`config.mk`:
```
export PLATFORM = sky130hd
export DESIGN_NAME = ufmf_ctrl
export DESIGN_NICKNAME = d
export VERILOG_FILES = /design/src/ufmf_pkg.sv /design/src/ufmf_ctrl.sv
export VERILOG_INCLUDE_DIRS = /design/src /design/src/src
export SDC_FILE = /design/constraint.sdc
export NUM_CORES = 1
export LEC_CHECK = 0
export BUFFER_PORTS_ARGS = -buffer_cell sky130_fd_sc_hd__clkbuf_2
export CORE_MARGIN = 2
export CORE_UTILIZATION = 35
export DETAILED_ROUTE_END_ITERATION = 10
export GPL_ROUTABILITY_DRIVEN = 0
export PLACE_DENSITY = 0.66
export SLEW_MARGIN = 0
export SYNTH_ARGS = -nofsm -noshare
export SYNTH_HDL_FRONTEND = slang
export SYNTH_SLANG_ARGS = --single-unit
```
`constraint.sdc`:
```
create_clock -name clock_i -period 1.5 [get_ports clock_i]
set_input_delay 0.3 -clock clock_i [delete_from_list [all_inputs] [get_ports clock_i]]
set_output_delay 0.3 -clock clock_i [all_outputs]
set_load 0.01 [all_outputs]
```
`src/ufmf_params.svh`:
```
// Offsets, field positions, reset values and frame constants of the filter control block
`ifndef UFMF_PARAMS_SVH
`define UFMF_PARAMS_SVH

// ----------------------------------------------------------------
// Register indices (byte address is four times the index)
// ----------------------------------------------------------------
`define UFMF_IDX_BUCKET 10'h31A
`define UFMF_IDX_UC 10'h320
`define UFMF_IDX_MC 10'h324
`define UFMF_IDX_VID 10'h328
`define UFMF_IDX_MAC 10'h330
`define UFMF_ADDR_W 12
`define UFMF_IDX_MSB 11
`define UFMF_IDX_LSB 2

// ----------------------------------------------------------------
// Field layout
// ----------------------------------------------------------------
`define UFMF_BUCKET_W 10
`define UFMF_PORTS 7
`define UFMF_FWD_EN_BIT 31
`define UFMF_MAC_ALT_BIT 7
`define UFMF_MAC_LEN_BIT 3
`define UFMF_MAC_FC_BIT 1
`define UFMF_MAC_AGGR_BIT 0

// ----------------------------------------------------------------
// Reset values
// ----------------------------------------------------------------
`define UFMF_RST_BUCKET 10'h000
`define UFMF_RST_MASK 7'h00
`define UFMF_RST_EN 1'h0
`define UFMF_RST_MAC 8'h04
`define UFMF_RST_RDATA 32'h0000_0000

// ----------------------------------------------------------------
// Frame constants
// ----------------------------------------------------------------
`define UFMF_FC_ETYPE 16'h8808
`define UFMF_FC_DA 48'h0180_C200_0001
`define UFMF_LEN_LIMIT 16'h05DC

`endif

```
`src/ufmf_pkg.sv`:
```
// Types shared by the filter control block
`default_nettype none
package ufmf_pkg;

   // ----------------------------------------------------------------
   // Frame classification carriers
   // ----------------------------------------------------------------
   typedef enum logic [3:0] {
      UFMF_CAT_NONE = 4'h1,
      UFMF_CAT_VID = 4'h2,
      UFMF_CAT_UC = 4'h4,
      UFMF_CAT_MC = 4'h8
   } ufmf_cat_t;

   typedef struct packed {
      logic valid;
      logic unk_vid;
      logic unk_uc;
      logic unk_mc;
      logic [15:0] ethertype;
      logic [47:0] da;
      logic [15:0] type_len;
      logic [15:0] act_len;
   } ufmf_frame_t;

   typedef struct packed {
      logic valid;
      ufmf_cat_t cat;
      logic [6:0] mask;
      logic drop;
   } ufmf_verdict_t;

   typedef struct packed {
      logic en;
      logic [6:0] mask;
   } ufmf_fwd_t;

   // ----------------------------------------------------------------
   // Whole state of the block
   // ----------------------------------------------------------------
   typedef struct packed {
      logic [9:0] bucket;
      ufmf_fwd_t uc;
      ufmf_fwd_t mc;
      ufmf_fwd_t vid;
      logic [7:0] mac;
      logic wait_req;
      logic [31:0] rdata;
      ufmf_verdict_t verdict;
      logic [6:0] alt_bo;
      logic [6:0] aggr_bo;
   } ufmf_state_t;

endpackage

`default_nettype wire

```
`src/ufmf_ctrl.sv`:
```
// Unknown forwarding, lookup index and MAC frame filter control with Avalon-MM slave
`timescale 1ns/1ns
`default_nettype none
`include "ufmf_params.svh"

module ufmf_ctrl (
   input wire logic clock_i,
   input wire logic resetn_i,
   input wire logic ce_i,
   input wire logic [`UFMF_ADDR_W-1:0] avs_address_i,
   input wire logic avs_read_i,
   input wire logic avs_write_i,
   input wire logic [3:0] avs_byteenable_i,
   input wire logic [31:0] avs_writedata_i,
   output logic [31:0] avs_readdata_o,
   output logic avs_waitrequest_o,
   input wire logic lut_access_i,
   input wire logic [`UFMF_BUCKET_W-1:0] lut_bucket_i,
   input wire ufmf_pkg::ufmf_frame_t frame_i,
   output ufmf_pkg::ufmf_verdict_t verdict_o,
   input wire logic [`UFMF_PORTS-1:0] half_duplex_i,
   output logic [`UFMF_PORTS-1:0] alt_backoff_o,
   output logic [`UFMF_PORTS-1:0] aggr_backoff_o
);

   // ----------------------------------------------------------------
   // State
   // ----------------------------------------------------------------
   ufmf_pkg::ufmf_state_t state_ff;
   ufmf_pkg::ufmf_state_t nxt_state;

   logic req;
   logic [`UFMF_IDX_MSB-`UFMF_IDX_LSB:0] idx;
   logic aligned;
   logic [31:0] rd_word;
   logic [31:0] wr_mask;
   ufmf_pkg::ufmf_fwd_t sel;
   ufmf_pkg::ufmf_cat_t cat;
   logic et_hit;
   logic da_hit;
   logic fc_drop;
   logic len_drop;

   assign req = avs_read_i | avs_write_i;
   assign idx = avs_address_i[`UFMF_IDX_MSB:`UFMF_IDX_LSB];
   assign aligned = (avs_address_i[`UFMF_IDX_LSB-1:0] == 2'h0);
   assign wr_mask = {{8{avs_byteenable_i[3]}}, {8{avs_byteenable_i[2]}},
                     {8{avs_byteenable_i[1]}}, {8{avs_byteenable_i[0]}}};

   // ----------------------------------------------------------------
   // Read mux
   // ----------------------------------------------------------------
   // Reserved bits and unmapped words read as zero
   always_comb begin
      rd_word = 32'h0000_0000;
      if (aligned) begin
         case (idx)
            `UFMF_IDX_BUCKET: begin
               rd_word = {22'h00_0000, state_ff.bucket};
            end
            `UFMF_IDX_UC: begin
               rd_word = {state_ff.uc.en, 24'h00_0000, state_ff.uc.mask};
            end
            `UFMF_IDX_MC: begin
               rd_word = {state_ff.mc.en, 24'h00_0000, state_ff.mc.mask};
            end
            `UFMF_IDX_VID: begin
               rd_word = {state_ff.vid.en, 24'h00_0000, state_ff.vid.mask};
            end
            `UFMF_IDX_MAC: begin
               rd_word = {24'h00_0000, state_ff.mac};
            end
            default: begin
               rd_word = 32'h0000_0000;
            end
         endcase
      end
   end

   // ----------------------------------------------------------------
   // Frame classification
   // ----------------------------------------------------------------
   // Highest-ranked category wins; lower categories are not consulted
   always_comb begin
      if (frame_i.unk_vid) begin
         cat = ufmf_pkg::UFMF_CAT_VID;
         sel = state_ff.vid;
      end else if (frame_i.unk_uc) begin
         cat = ufmf_pkg::UFMF_CAT_UC;
         sel = state_ff.uc;
      end else if (frame_i.unk_mc) begin
         cat = ufmf_pkg::UFMF_CAT_MC;
         sel = state_ff.mc;
      end else begin
         cat = ufmf_pkg::UFMF_CAT_NONE;
         sel = '0;
      end
   end

   assign et_hit = (frame_i.ethertype == `UFMF_FC_ETYPE);
   assign da_hit = (frame_i.da == `UFMF_FC_DA);
   assign fc_drop = state_ff.mac[`UFMF_MAC_FC_BIT] ? (et_hit | da_hit) : (et_hit & da_hit);
   assign len_drop = state_ff.mac[`UFMF_MAC_LEN_BIT]
                     && (frame_i.type_len < `UFMF_LEN_LIMIT)
                     && (frame_i.act_len != frame_i.type_len);

   // ----------------------------------------------------------------
   // Next state
   // ----------------------------------------------------------------
   always_comb begin
      nxt_state = state_ff;
      if (ce_i) begin
         if (lut_access_i) begin
            nxt_state.bucket = lut_bucket_i;
         end
         // Answer one cycle after the request; write lands on the edge that sees wait low
         if (req && state_ff.wait_req) begin
            nxt_state.wait_req = 1'b0;
            nxt_state.rdata = avs_read_i ? rd_word : 32'h0000_0000;
         end else if (req) begin
            nxt_state.wait_req = 1'b1;
            if (avs_write_i && aligned) begin
               case (idx)
                  `UFMF_IDX_UC: begin
                     nxt_state.uc.en = avs_byteenable_i[3]
                        ? avs_writedata_i[`UFMF_FWD_EN_BIT] : state_ff.uc.en;
                     nxt_state.uc.mask = (avs_writedata_i[6:0] & wr_mask[6:0])
                        | (state_ff.uc.mask & ~wr_mask[6:0]);
                  end
                  `UFMF_IDX_MC: begin
                     nxt_state.mc.en = avs_byteenable_i[3]
                        ? avs_writedata_i[`UFMF_FWD_EN_BIT] : state_ff.mc.en;
                     nxt_state.mc.mask = (avs_writedata_i[6:0] & wr_mask[6:0])
                        | (state_ff.mc.mask & ~wr_mask[6:0]);
                  end
                  `UFMF_IDX_VID: begin
                     nxt_state.vid.en = avs_byteenable_i[3]
                        ? avs_writedata_i[`UFMF_FWD_EN_BIT] : state_ff.vid.en;
                     nxt_state.vid.mask = (avs_writedata_i[6:0] & wr_mask[6:0])
                        | (state_ff.vid.mask & ~wr_mask[6:0]);
                  end
                  `UFMF_IDX_MAC: begin
                     nxt_state.mac = (avs_writedata_i[7:0] & wr_mask[7:0])
                        | (state_ff.mac & ~wr_mask[7:0]);
                  end
                  default: begin
                     nxt_state.mac = state_ff.mac;
                  end
               endcase
            end
         end else begin
            nxt_state.wait_req = 1'b1;
         end
         nxt_state.verdict.valid = frame_i.valid;
         nxt_state.verdict.cat = cat;
         // A disabled category forwards nowhere, not to the next category
         nxt_state.verdict.mask = (frame_i.valid && sel.en) ? sel.mask : 7'h00;
         nxt_state.verdict.drop = frame_i.valid && (fc_drop || len_drop);
         // Back-off tweaks apply only to half-duplex ports
         nxt_state.alt_bo = half_duplex_i
            & {`UFMF_PORTS{state_ff.mac[`UFMF_MAC_ALT_BIT]}};
         nxt_state.aggr_bo = half_duplex_i
            & {`UFMF_PORTS{state_ff.mac[`UFMF_MAC_AGGR_BIT]}};
      end
   end

   always_ff @(posedge clock_i or negedge resetn_i) begin
      if (!resetn_i) begin
         state_ff.bucket <= `UFMF_RST_BUCKET;
         state_ff.uc <= {`UFMF_RST_EN, `UFMF_RST_MASK};
         state_ff.mc <= {`UFMF_RST_EN, `UFMF_RST_MASK};
         state_ff.vid <= {`UFMF_RST_EN, `UFMF_RST_MASK};
         state_ff.mac <= `UFMF_RST_MAC;
         state_ff.wait_req <= 1'b1;
         state_ff.rdata <= `UFMF_RST_RDATA;
         state_ff.verdict <= {1'b0, ufmf_pkg::UFMF_CAT_NONE, `UFMF_RST_MASK, 1'b0};
         state_ff.alt_bo <= `UFMF_RST_MASK;
         state_ff.aggr_bo <= `UFMF_RST_MASK;
      end else begin
         state_ff <= nxt_state;
      end
   end

   // ----------------------------------------------------------------
   // Outputs
   // ----------------------------------------------------------------
   assign avs_readdata_o = state_ff.rdata;
   assign avs_waitrequest_o = state_ff.wait_req;
   assign verdict_o = state_ff.verdict;
   assign alt_backoff_o = state_ff.alt_bo;
   assign aggr_backoff_o = state_ff.aggr_bo;

   logic fv;
   assign fv = ce_i && frame_i.valid;
endmodule

`default_nettype wire

```
### Word-level counts from Yosys, hierarchy flattened

Index checks and enable logic that the tools add are counted.

* register bits after elaboration: 102
* input bits: 171
* output and inout port bits: 60
* logic and storage cells: 72

* magnitude comparators: 1
* eq/ne operators: 8
* muxes and demuxes: 12
* bitwise logic cells: 18
* reduce and logical (&&, ||, !) cells: 17

Operator list (number)
* $pmux 32 s5: 1
* $mux 32: 2
* $eq 10x10->1 const B: 5
* $eq 48x41->1 const B: 1
* $and 7x7->7: 6
* $mux 8: 3
* $or 7x7->7: 3
* $reduce_and 5->1: 4
* $reduce_and 6->1: 3
* $and 8x8->8: 2
* $eq 16x16->1 const B: 1
* $lt 16x11->1 const B: 1
* $ne 16x16->1: 1
* $mux 4: 3
* $not 8->8: 1
* $or 8x8->8: 1
* $mux 7: 1
* $not 7->7: 1
* $logic_and 1x1->1: 6
* $reduce_and 2->1: 2
* $logic_not 2->1: 1
* $mux 1: 2
* $or 1x1->1: 2
* $and 1x1->1: 1
* 2 further kinds: 2

### Logic depth before layout (Yosys ltp)

Gate-level depths: netlist of run 1.

* word-level depth: 5
* depth in mapped cells: 6
* mapped depth without buffers: 5

### Worst setup path after synthesis of run 1

OpenSTA, ideal clock, no wires.

* kind: input port to flip-flop
* from: in avs_address_i[2]
* to: reg with a tool-made name
* setup time: 125 ps
* arrival time: 1870 ps
* data required time: 1375 ps
* slack: -495 ps
* stages on the path: 5
* buffers on the path: 1
* path through: or3_4 -> or3_1 -> buf_6 -> nor3_4 -> mux2_2

RTL lines
* start: declaration: RTL line ufmf_ctrl.sv:10 `` input wire logic [`UFMF_ADDR_W-1:0] avs_address_i, ``

==> results of run 1 <==
[layout by cell type (no fill, tap or decap), drive strengths merged, types with 2 or more instances in the layout]
| master | netlist | layout |
|---|---|---|
| a211oi | 2 | 2 |
| a21oi | 10 | 10 |
| a221oi | 5 | 5 |
| a22o | 2 | 2 |
| a22oi | 9 | 9 |
| a31oi | 2 | 2 |
| and3b | 2 | 2 |
| and4 | 2 | 2 |
| buf | 61 | 45 |
| bufinv | 0 | 2 |
| clkbuf | 14 | 192 |
| clkinv | 0 | 4 |
| conb | 1 | 21 |
| dfrtp | 78 | 78 |
| dfstp | 3 | 3 |
| inv | 27 | 27 |
| mux2 | 45 | 45 |
| mux2i | 9 | 9 |
| nand2 | 14 | 14 |
| nand3 | 16 | 16 |
| nand3b | 4 | 4 |
| nand4 | 9 | 9 |
| nor2 | 13 | 13 |
| nor2b | 3 | 3 |
| nor3 | 5 | 5 |
| nor4 | 15 | 15 |
| nor4b | 9 | 9 |
| o21ai | 25 | 25 |
| o22ai | 8 | 8 |
| o2bb2ai | 5 | 5 |
| o31ai | 2 | 2 |
| or3 | 2 | 2 |
| xor2 | 16 | 16 |
[worst max-delay path, stage by stage]
cell,delay (ps)
buf_6,90
or3_4,400
or3_4,430
nor3_4,160
buf_12,150
mux2_2,330
[synth_stat cells, types with 2 or more instances]
cell | number | area share [%]
a221oi_1 | 5 | 0.98
nand4_1 | 9 | 1.3
a31oi_1 | 2 | 0.28
nor2_1 | 10 | 0.84
dfrtp_1 | 78 | 44
nor4b_1 | 9 | 1.8
a22oi_1 | 9 | 1.5
o22ai_1 | 8 | 1.1
a21oi_1 | 10 | 1.1
dfstp_2 | 3 | 1.8
and4_1 | 2 | 0.39
and3b_1 | 2 | 0.39
xor2_1 | 16 | 3.1
mux2i_1 | 9 | 2.0
o2bb2ai_1 | 5 | 0.98
nor2b_1 | 3 | 0.42
mux2_2 | 45 | 11
nand2_1 | 14 | 1.2
o31ai_1 | 2 | 0.34
a22o_1 | 2 | 0.39
nand3_1 | 16 | 1.8
buf_4 | 59 | 9.9
nor3_1 | 4 | 0.45
nand3b_1 | 4 | 0.67
a211oi_1 | 2 | 0.34
clkbuf_1 | 14 | 1.2
o21ai_0 | 25 | 2.8
inv_1 | 27 | 2.3
nor4_1 | 14 | 2.0
nor2_2 | 3 | 0.42
[per-stage QoR]
step	setup WS (ps)	total power, mW
finish	-143.8	5.208
global route	-170.8	5.412
CTS	-133.7	5.238
detailed placement	-555.1	2.916
global placement	-530.4	2.894
floorplan	-448.2	2.575
[final timing paths]
kind	from	slack, ps	cells past startpoint	endpoint
max	avs_address_i[2]	-140	6	flip-flop
min	avs_writedata_i[7]	200	2	flip-flop
max reg2reg	avs_waitrequest_o	-110	6	flip-flop
min reg2reg	avs_readdata_o[0]	490	2	avs_readdata_o[0]
max in group asynchronous	resetn_i	530	3	async pin
min in group asynchronous	resetn_i	420	2	aggr_backoff_o[6]
[per-layer routing]
metal | part of all wire [%] | track usage (%) | vias to the layer above
met3 | 6.5 | 5.304 | 21
met1 | 42 | 22.48 | 1864
met5 | 0 | 0 | -
met2 | 50 | 30.87 | 124
li1 | - | - | 1832
met4 | 1.7 | 6.353 | 0
[where the power goes]
part	switching, mW	internal [mW]	total [mW]
Combinational	0.305	0.306	0.612
Clock	0.855	1.45	2.31
Sequential	0.0441	2.25	2.29
[area by class of cell]
class,count,area [sq um]
clock buffers,10,229.0
clock inverters,6,83.83
fillers,1152,6425
inverters,27,101.3
multi-input cells,262,2088
flip-flops and latches,81,2031
well taps,172,215.2
repair buffers,228,1344
[logic make-up (layout without fill, tap and decap cells)]
kind of cell / count (synthesis) / in the layout
and+or+nand+nor: 96 / 96
DFF: 81 / 81
xor gates and xnor gates: 16 / 16
AOI/OAI and AO/OA: 75 / 75
other: 1 / 21
buffers and inverters: 102 / 271
muxes: 54 / 54
[what timing repair did]
item                                    CTS  global route
buffers inserted                          2             3
resized for setup                        11            24
endpoints found under the setup margin   37            38
hold buffers                              1             0
endpoints found under the hold margin    23             0
pin swaps                                 2             8
==> impl_results.md, run 1 <==
- Status: complete, but fails checks
- Failing checks: negative setup slack
- Placement Rows: 41
- H-tree lvl count: 3
- Routed WL: 12640 um
- Final Non-Filler Cells: 786
- Vias: 3841
- Post-DP HPWL: 10040 um
- Placed cells: 765
- Leakage: 2.921 nW
- Hold Violations, Final: 0
- Worst-Skew Late Latency: 340 ps
- Standard cell core area: 12520 sq um
- Util after Layout: 48.67%
- Die Ht: 116.8 um
- CTS tree: done
- GR Util All Layers: 18.30%
- Worst Path Max Fanout: 7
- Unique masters post-synth: 44
- Num CTS Buffers: 9
- WP data required: 1720 ps
- Area Growth Syn to Fin: 36.81%
- Fmax: 0.6083 GHz
- Sink Count: 81
- FFs w/ async S/R, synth: 100.0%
- Vias per cell: 4.887
- Layout cells sized above 1: 51.14%
- Nets: 780
- # diodes: 0
- Reg clk slew, reported paths: 60 ps
- Worst Setup End Kind: flip-flop
- Seq/Total Area, Yosys: 45.60%
- EDFF count, synth: 0
- Mean area per synthesized cell: 10.48 sq um
- Critical path launch point type: input pin
- Mux cell area share after synthesis: 13.40%
- Min Clock Period, post-route: 1644 ps
- Final Setup Violations: 37
- Clock root buffer: clkbuf_16
- Slew Viols, Final: 0
- WHS: 196.0 ps
- Wire per inst: 16.08 um
- Drt initial violations: 154
- IO Port Bufs: 184
- Die ar.: 13640 sq um
- Post-Synthesis Cell Area: 4453 sq um
- Maxcap violations: 0
- Die W: 116.8 um
- Ports: 231
- Peak VDD IR: 556.3 uV
- Syn Inst Count: 425
- Largest net degree at the start of global routing: 31
- Residual DRC: 0
- Initial Util: 35.58%
- Clk buf depth: 2
- Worst Skew: 7.725 ps
- Seq cells post-synth: 81
- Final period util: 109.6%
- Main combinational cell family by area after synthesis: buffers and inverters
- DP Area: 5552 sq um
- Hold Path Class: input pin to flip-flop
- Post-synthesis adder-cell area fraction: 0%
- Post-DRT Antenna Nets: 0
- Classification of the worst setup path: input pin to flip-flop
- Post-Synth Simple-Gate Area: 13.18%
- Global-route wire length before repair: 19380 um
- DR pass1 iterations: 4
- GRT Residual Overflow: 0
- Power Density: 855.0 nW/um^2
- Synth Area in Compound Gates: 10.85%
- RSZ-0062 raised after global routing: true
- Design area: 6092 sq um
- Synth warn: 0
- Worst Slack Setup Final: -143.8 ps
- Synth Flop Type: dfrtp_1
- Synth Area in XOR/XNOR: 3.147%
- Crit path DAT: 1860 ps
- Initial antenna violation count: 0
- Sum Neg Setup Slack: -2707 ps
- Vias in the first global route: 3929
No activity file was read; power rests on OpenSTA's default activity.
==> inputs of run 2 (changes only) <==
--- a/config.mk
+++ b/config.mk
@@ -12,6 +12,7 @@
 export DETAILED_ROUTE_END_ITERATION = 10
 export GPL_ROUTABILITY_DRIVEN = 0
 export PLACE_DENSITY = 0.66
+export RECOVER_POWER = 100
 export SLEW_MARGIN = 0
 export SYNTH_ARGS = -nofsm -noshare
 export SYNTH_HDL_FRONTEND = slang
==> run 2 against run 1 <==
Largest power group unchanged. Routed wire length about the same. Non-clock buffer count unchanged. The flow still finishes with violations (negative setup slack). Clock skew increased by 1.4 ps. Final cell count unchanged.
==> impl_results.md, run 2 (synthesized netlist as in run 1, its figures left out) <==
- Crit path DAT: 1860 ps (about the same)
- Max-slew headroom at the worst pin: 56.17%
- Worst Skew: 9.175 ps (+1.450 ps)
- GR Util All Layers: 18.30% (unchanged)
- CTS tree: done
- Die ar.: 13640 sq um (unchanged)
- H-tree lvl count: 3 (unchanged)
- Post-DP HPWL: 10040 um (unchanged)
- Die W: 116.8 um (unchanged)
- Status: complete, but fails checks
- Final Setup Violations: 37 (unchanged)
- # diodes: 0 (unchanged)
- Global-route wire length before repair: 19380 um (unchanged)
- Maxcap violations: 0 (unchanged)
- Standard cell core area: 12520 sq um (unchanged)
- Clk buf depth: 2 (unchanged)
- GRT Residual Overflow: 0 (unchanged)
- Worst Setup End Kind: flip-flop
- Classification of the worst setup path: input pin to flip-flop
- Clock root buffer: clkbuf_16
- Worst Path Max Fanout: 7 (unchanged)
- Sum Neg Setup Slack: -2713 ps (-6.440 ps)
- WP data required: 1710 ps (about the same)
- Residual DRC: 0 (unchanged)
- Vias per cell: 4.877 (-0.21%)
- # fillers: 1191 (+3.4%)
- Fmax: 0.6076 GHz (-0.12%)
- Hold Path Class: input pin to flip-flop
- DR pass1 iterations: 4 (unchanged)
- Initial Util: 35.58% (unchanged)
- Drt initial violations: 149 (-3.2%)
- Vias: 3833 (-0.21%)
- Most frequent cells in the layout: clkbuf_2, dfrtp_1, clkbuf_1
- Placement Rows: 41 (unchanged)
- Post-DRT Antenna Nets: 0 (unchanged)
- Die Ht: 116.8 um (unchanged)
- Routed WL: 12650 um (about the same)
- Worst-Skew Late Latency: 340 ps (about the same)
- Area Growth Syn to Fin: 34.39%
- Vias in the first global route: 3929 (unchanged)
- IO Port Bufs: 184 (unchanged)
- Worst Reg-to-Reg Cells: 6 (unchanged)
- Num CTS Buffers: 9 (unchanged)
- Hold Violations, Final: 0 (unchanged)
- Peak VDD IR: 555.6 uV (-0.13%)
- RSZ-0062 raised after global routing: true
- Worst-margin pin slew: 657.5 ps
- Power Density: 865.7 nW/um^2 (+1.3%)
- Ports: 231 (unchanged)
- Layout cells sized above 1: 44.46% (-6.7 points)
- Placed cells: 765 (unchanged)
- Wire per inst: 16.09 um (about the same)
- Final period util: 109.7% (+0.13 points)
- Reg clk slew, reported paths: 60 ps (about the same)
- Sink Count: 81 (unchanged)
- Failing checks: negative setup slack
- Largest net degree at the start of global routing: 31 (unchanged)
- Dpl ws: -555.1 ps (unchanged)
- Nets: 780 (unchanged)
- Worst Slack Setup Final: -145.8 ps (-1.963 ps)
- Final Non-Filler Cells: 786 (unchanged)
- Initial antenna violation count: 0 (unchanged)
- Leakage: 2.768 nW (-5.3%)
- Slew Viols, Final: 0 (unchanged)
- Min Clock Period, post-route: 1646 ps (+1.963 ps)
- Hold path cells: 2 (unchanged)
- Critical path launch point type: input pin
- Commonest non-fill, non-tap cell in the layout: clkbuf_2
==> run 2: cell types whose count changed in the layout (fill, tap and decap cells not counted), sizes merged <==
cell    before  now
clkbuf     192  198
buf         45   39
==> run 2: path summary, 6_finish.rpt <==
path                                     from           endpoint  slack (ps)
max in group asynchronous            resetn_i          async pin         180
min reg2reg                 avs_readdata_o[0]  avs_readdata_o[0]         490
max                          avs_address_i[2]          flip-flop        -150
max reg2reg                 avs_waitrequest_o          flip-flop        -120
min                        avs_writedata_i[7]          flip-flop         200
min in group asynchronous            resetn_i  aggr_backoff_o[6]         520
==> run 2: power by group <==
group | internal (mW) | switching [mW] | total (mW)
clock | 1.45 | 0.850 | 2.30
sequential | 2.25 | 0.0435 | 2.29
combinational | 0.285 | 0.304 | 0.589
total | 3.98 | 1.20 | 5.18
==> run 2: layout make-up <==
class	instances	area [sq um]	area share, %
sequential	81	2031	33.93
inverter	27	101.3	1.693
clock buffer	10	229.0	3.826
timing repair buffer	228	1242	20.76
clock inverter	6	83.83	1.401
multi-input combinational	262	2082	34.79
tap	172	215.2	3.596
==> run 2: routing by layer <==
layer  global-route usage (%)  vias to the layer above  share of wire [%]
li1                         -                     1830                  -
met5                        0                        -                  0
met4                    6.353                        0                1.8
met1                    22.48                     1859                 42
met3                    5.304                       23                6.5
met2                    30.87                      121                 50
==> run 2: critical path: stages <==
cell	delay (ps)
buf_6	90
or3_4	400
or3_4	430
nor3_4	160
buf_12	150
mux2_2	330
==> run 2: repair_timing <==
item,CTS,global route
hold endpoints to repair,23,0
endpoints found under the setup margin,37,38
gates resized for setup,11,24
setup buffers,2,3
pin swaps,2,8
hold buffers,1,0
==> run 2: per-stage QoR <==
step                      hold slack [ps]  util (%)  power, mW  cell area (sq um)
after global routing                192.5     47.81      5.388               5984
after floorplan                     4.409         -      2.575               4568
after global placement              233.3     44.35      2.894               5552
after detailed placement            238.3     44.35      2.916               5552
after CTS                           189.1     47.45      5.238               5939
final                               197.2     47.81      5.181               5984
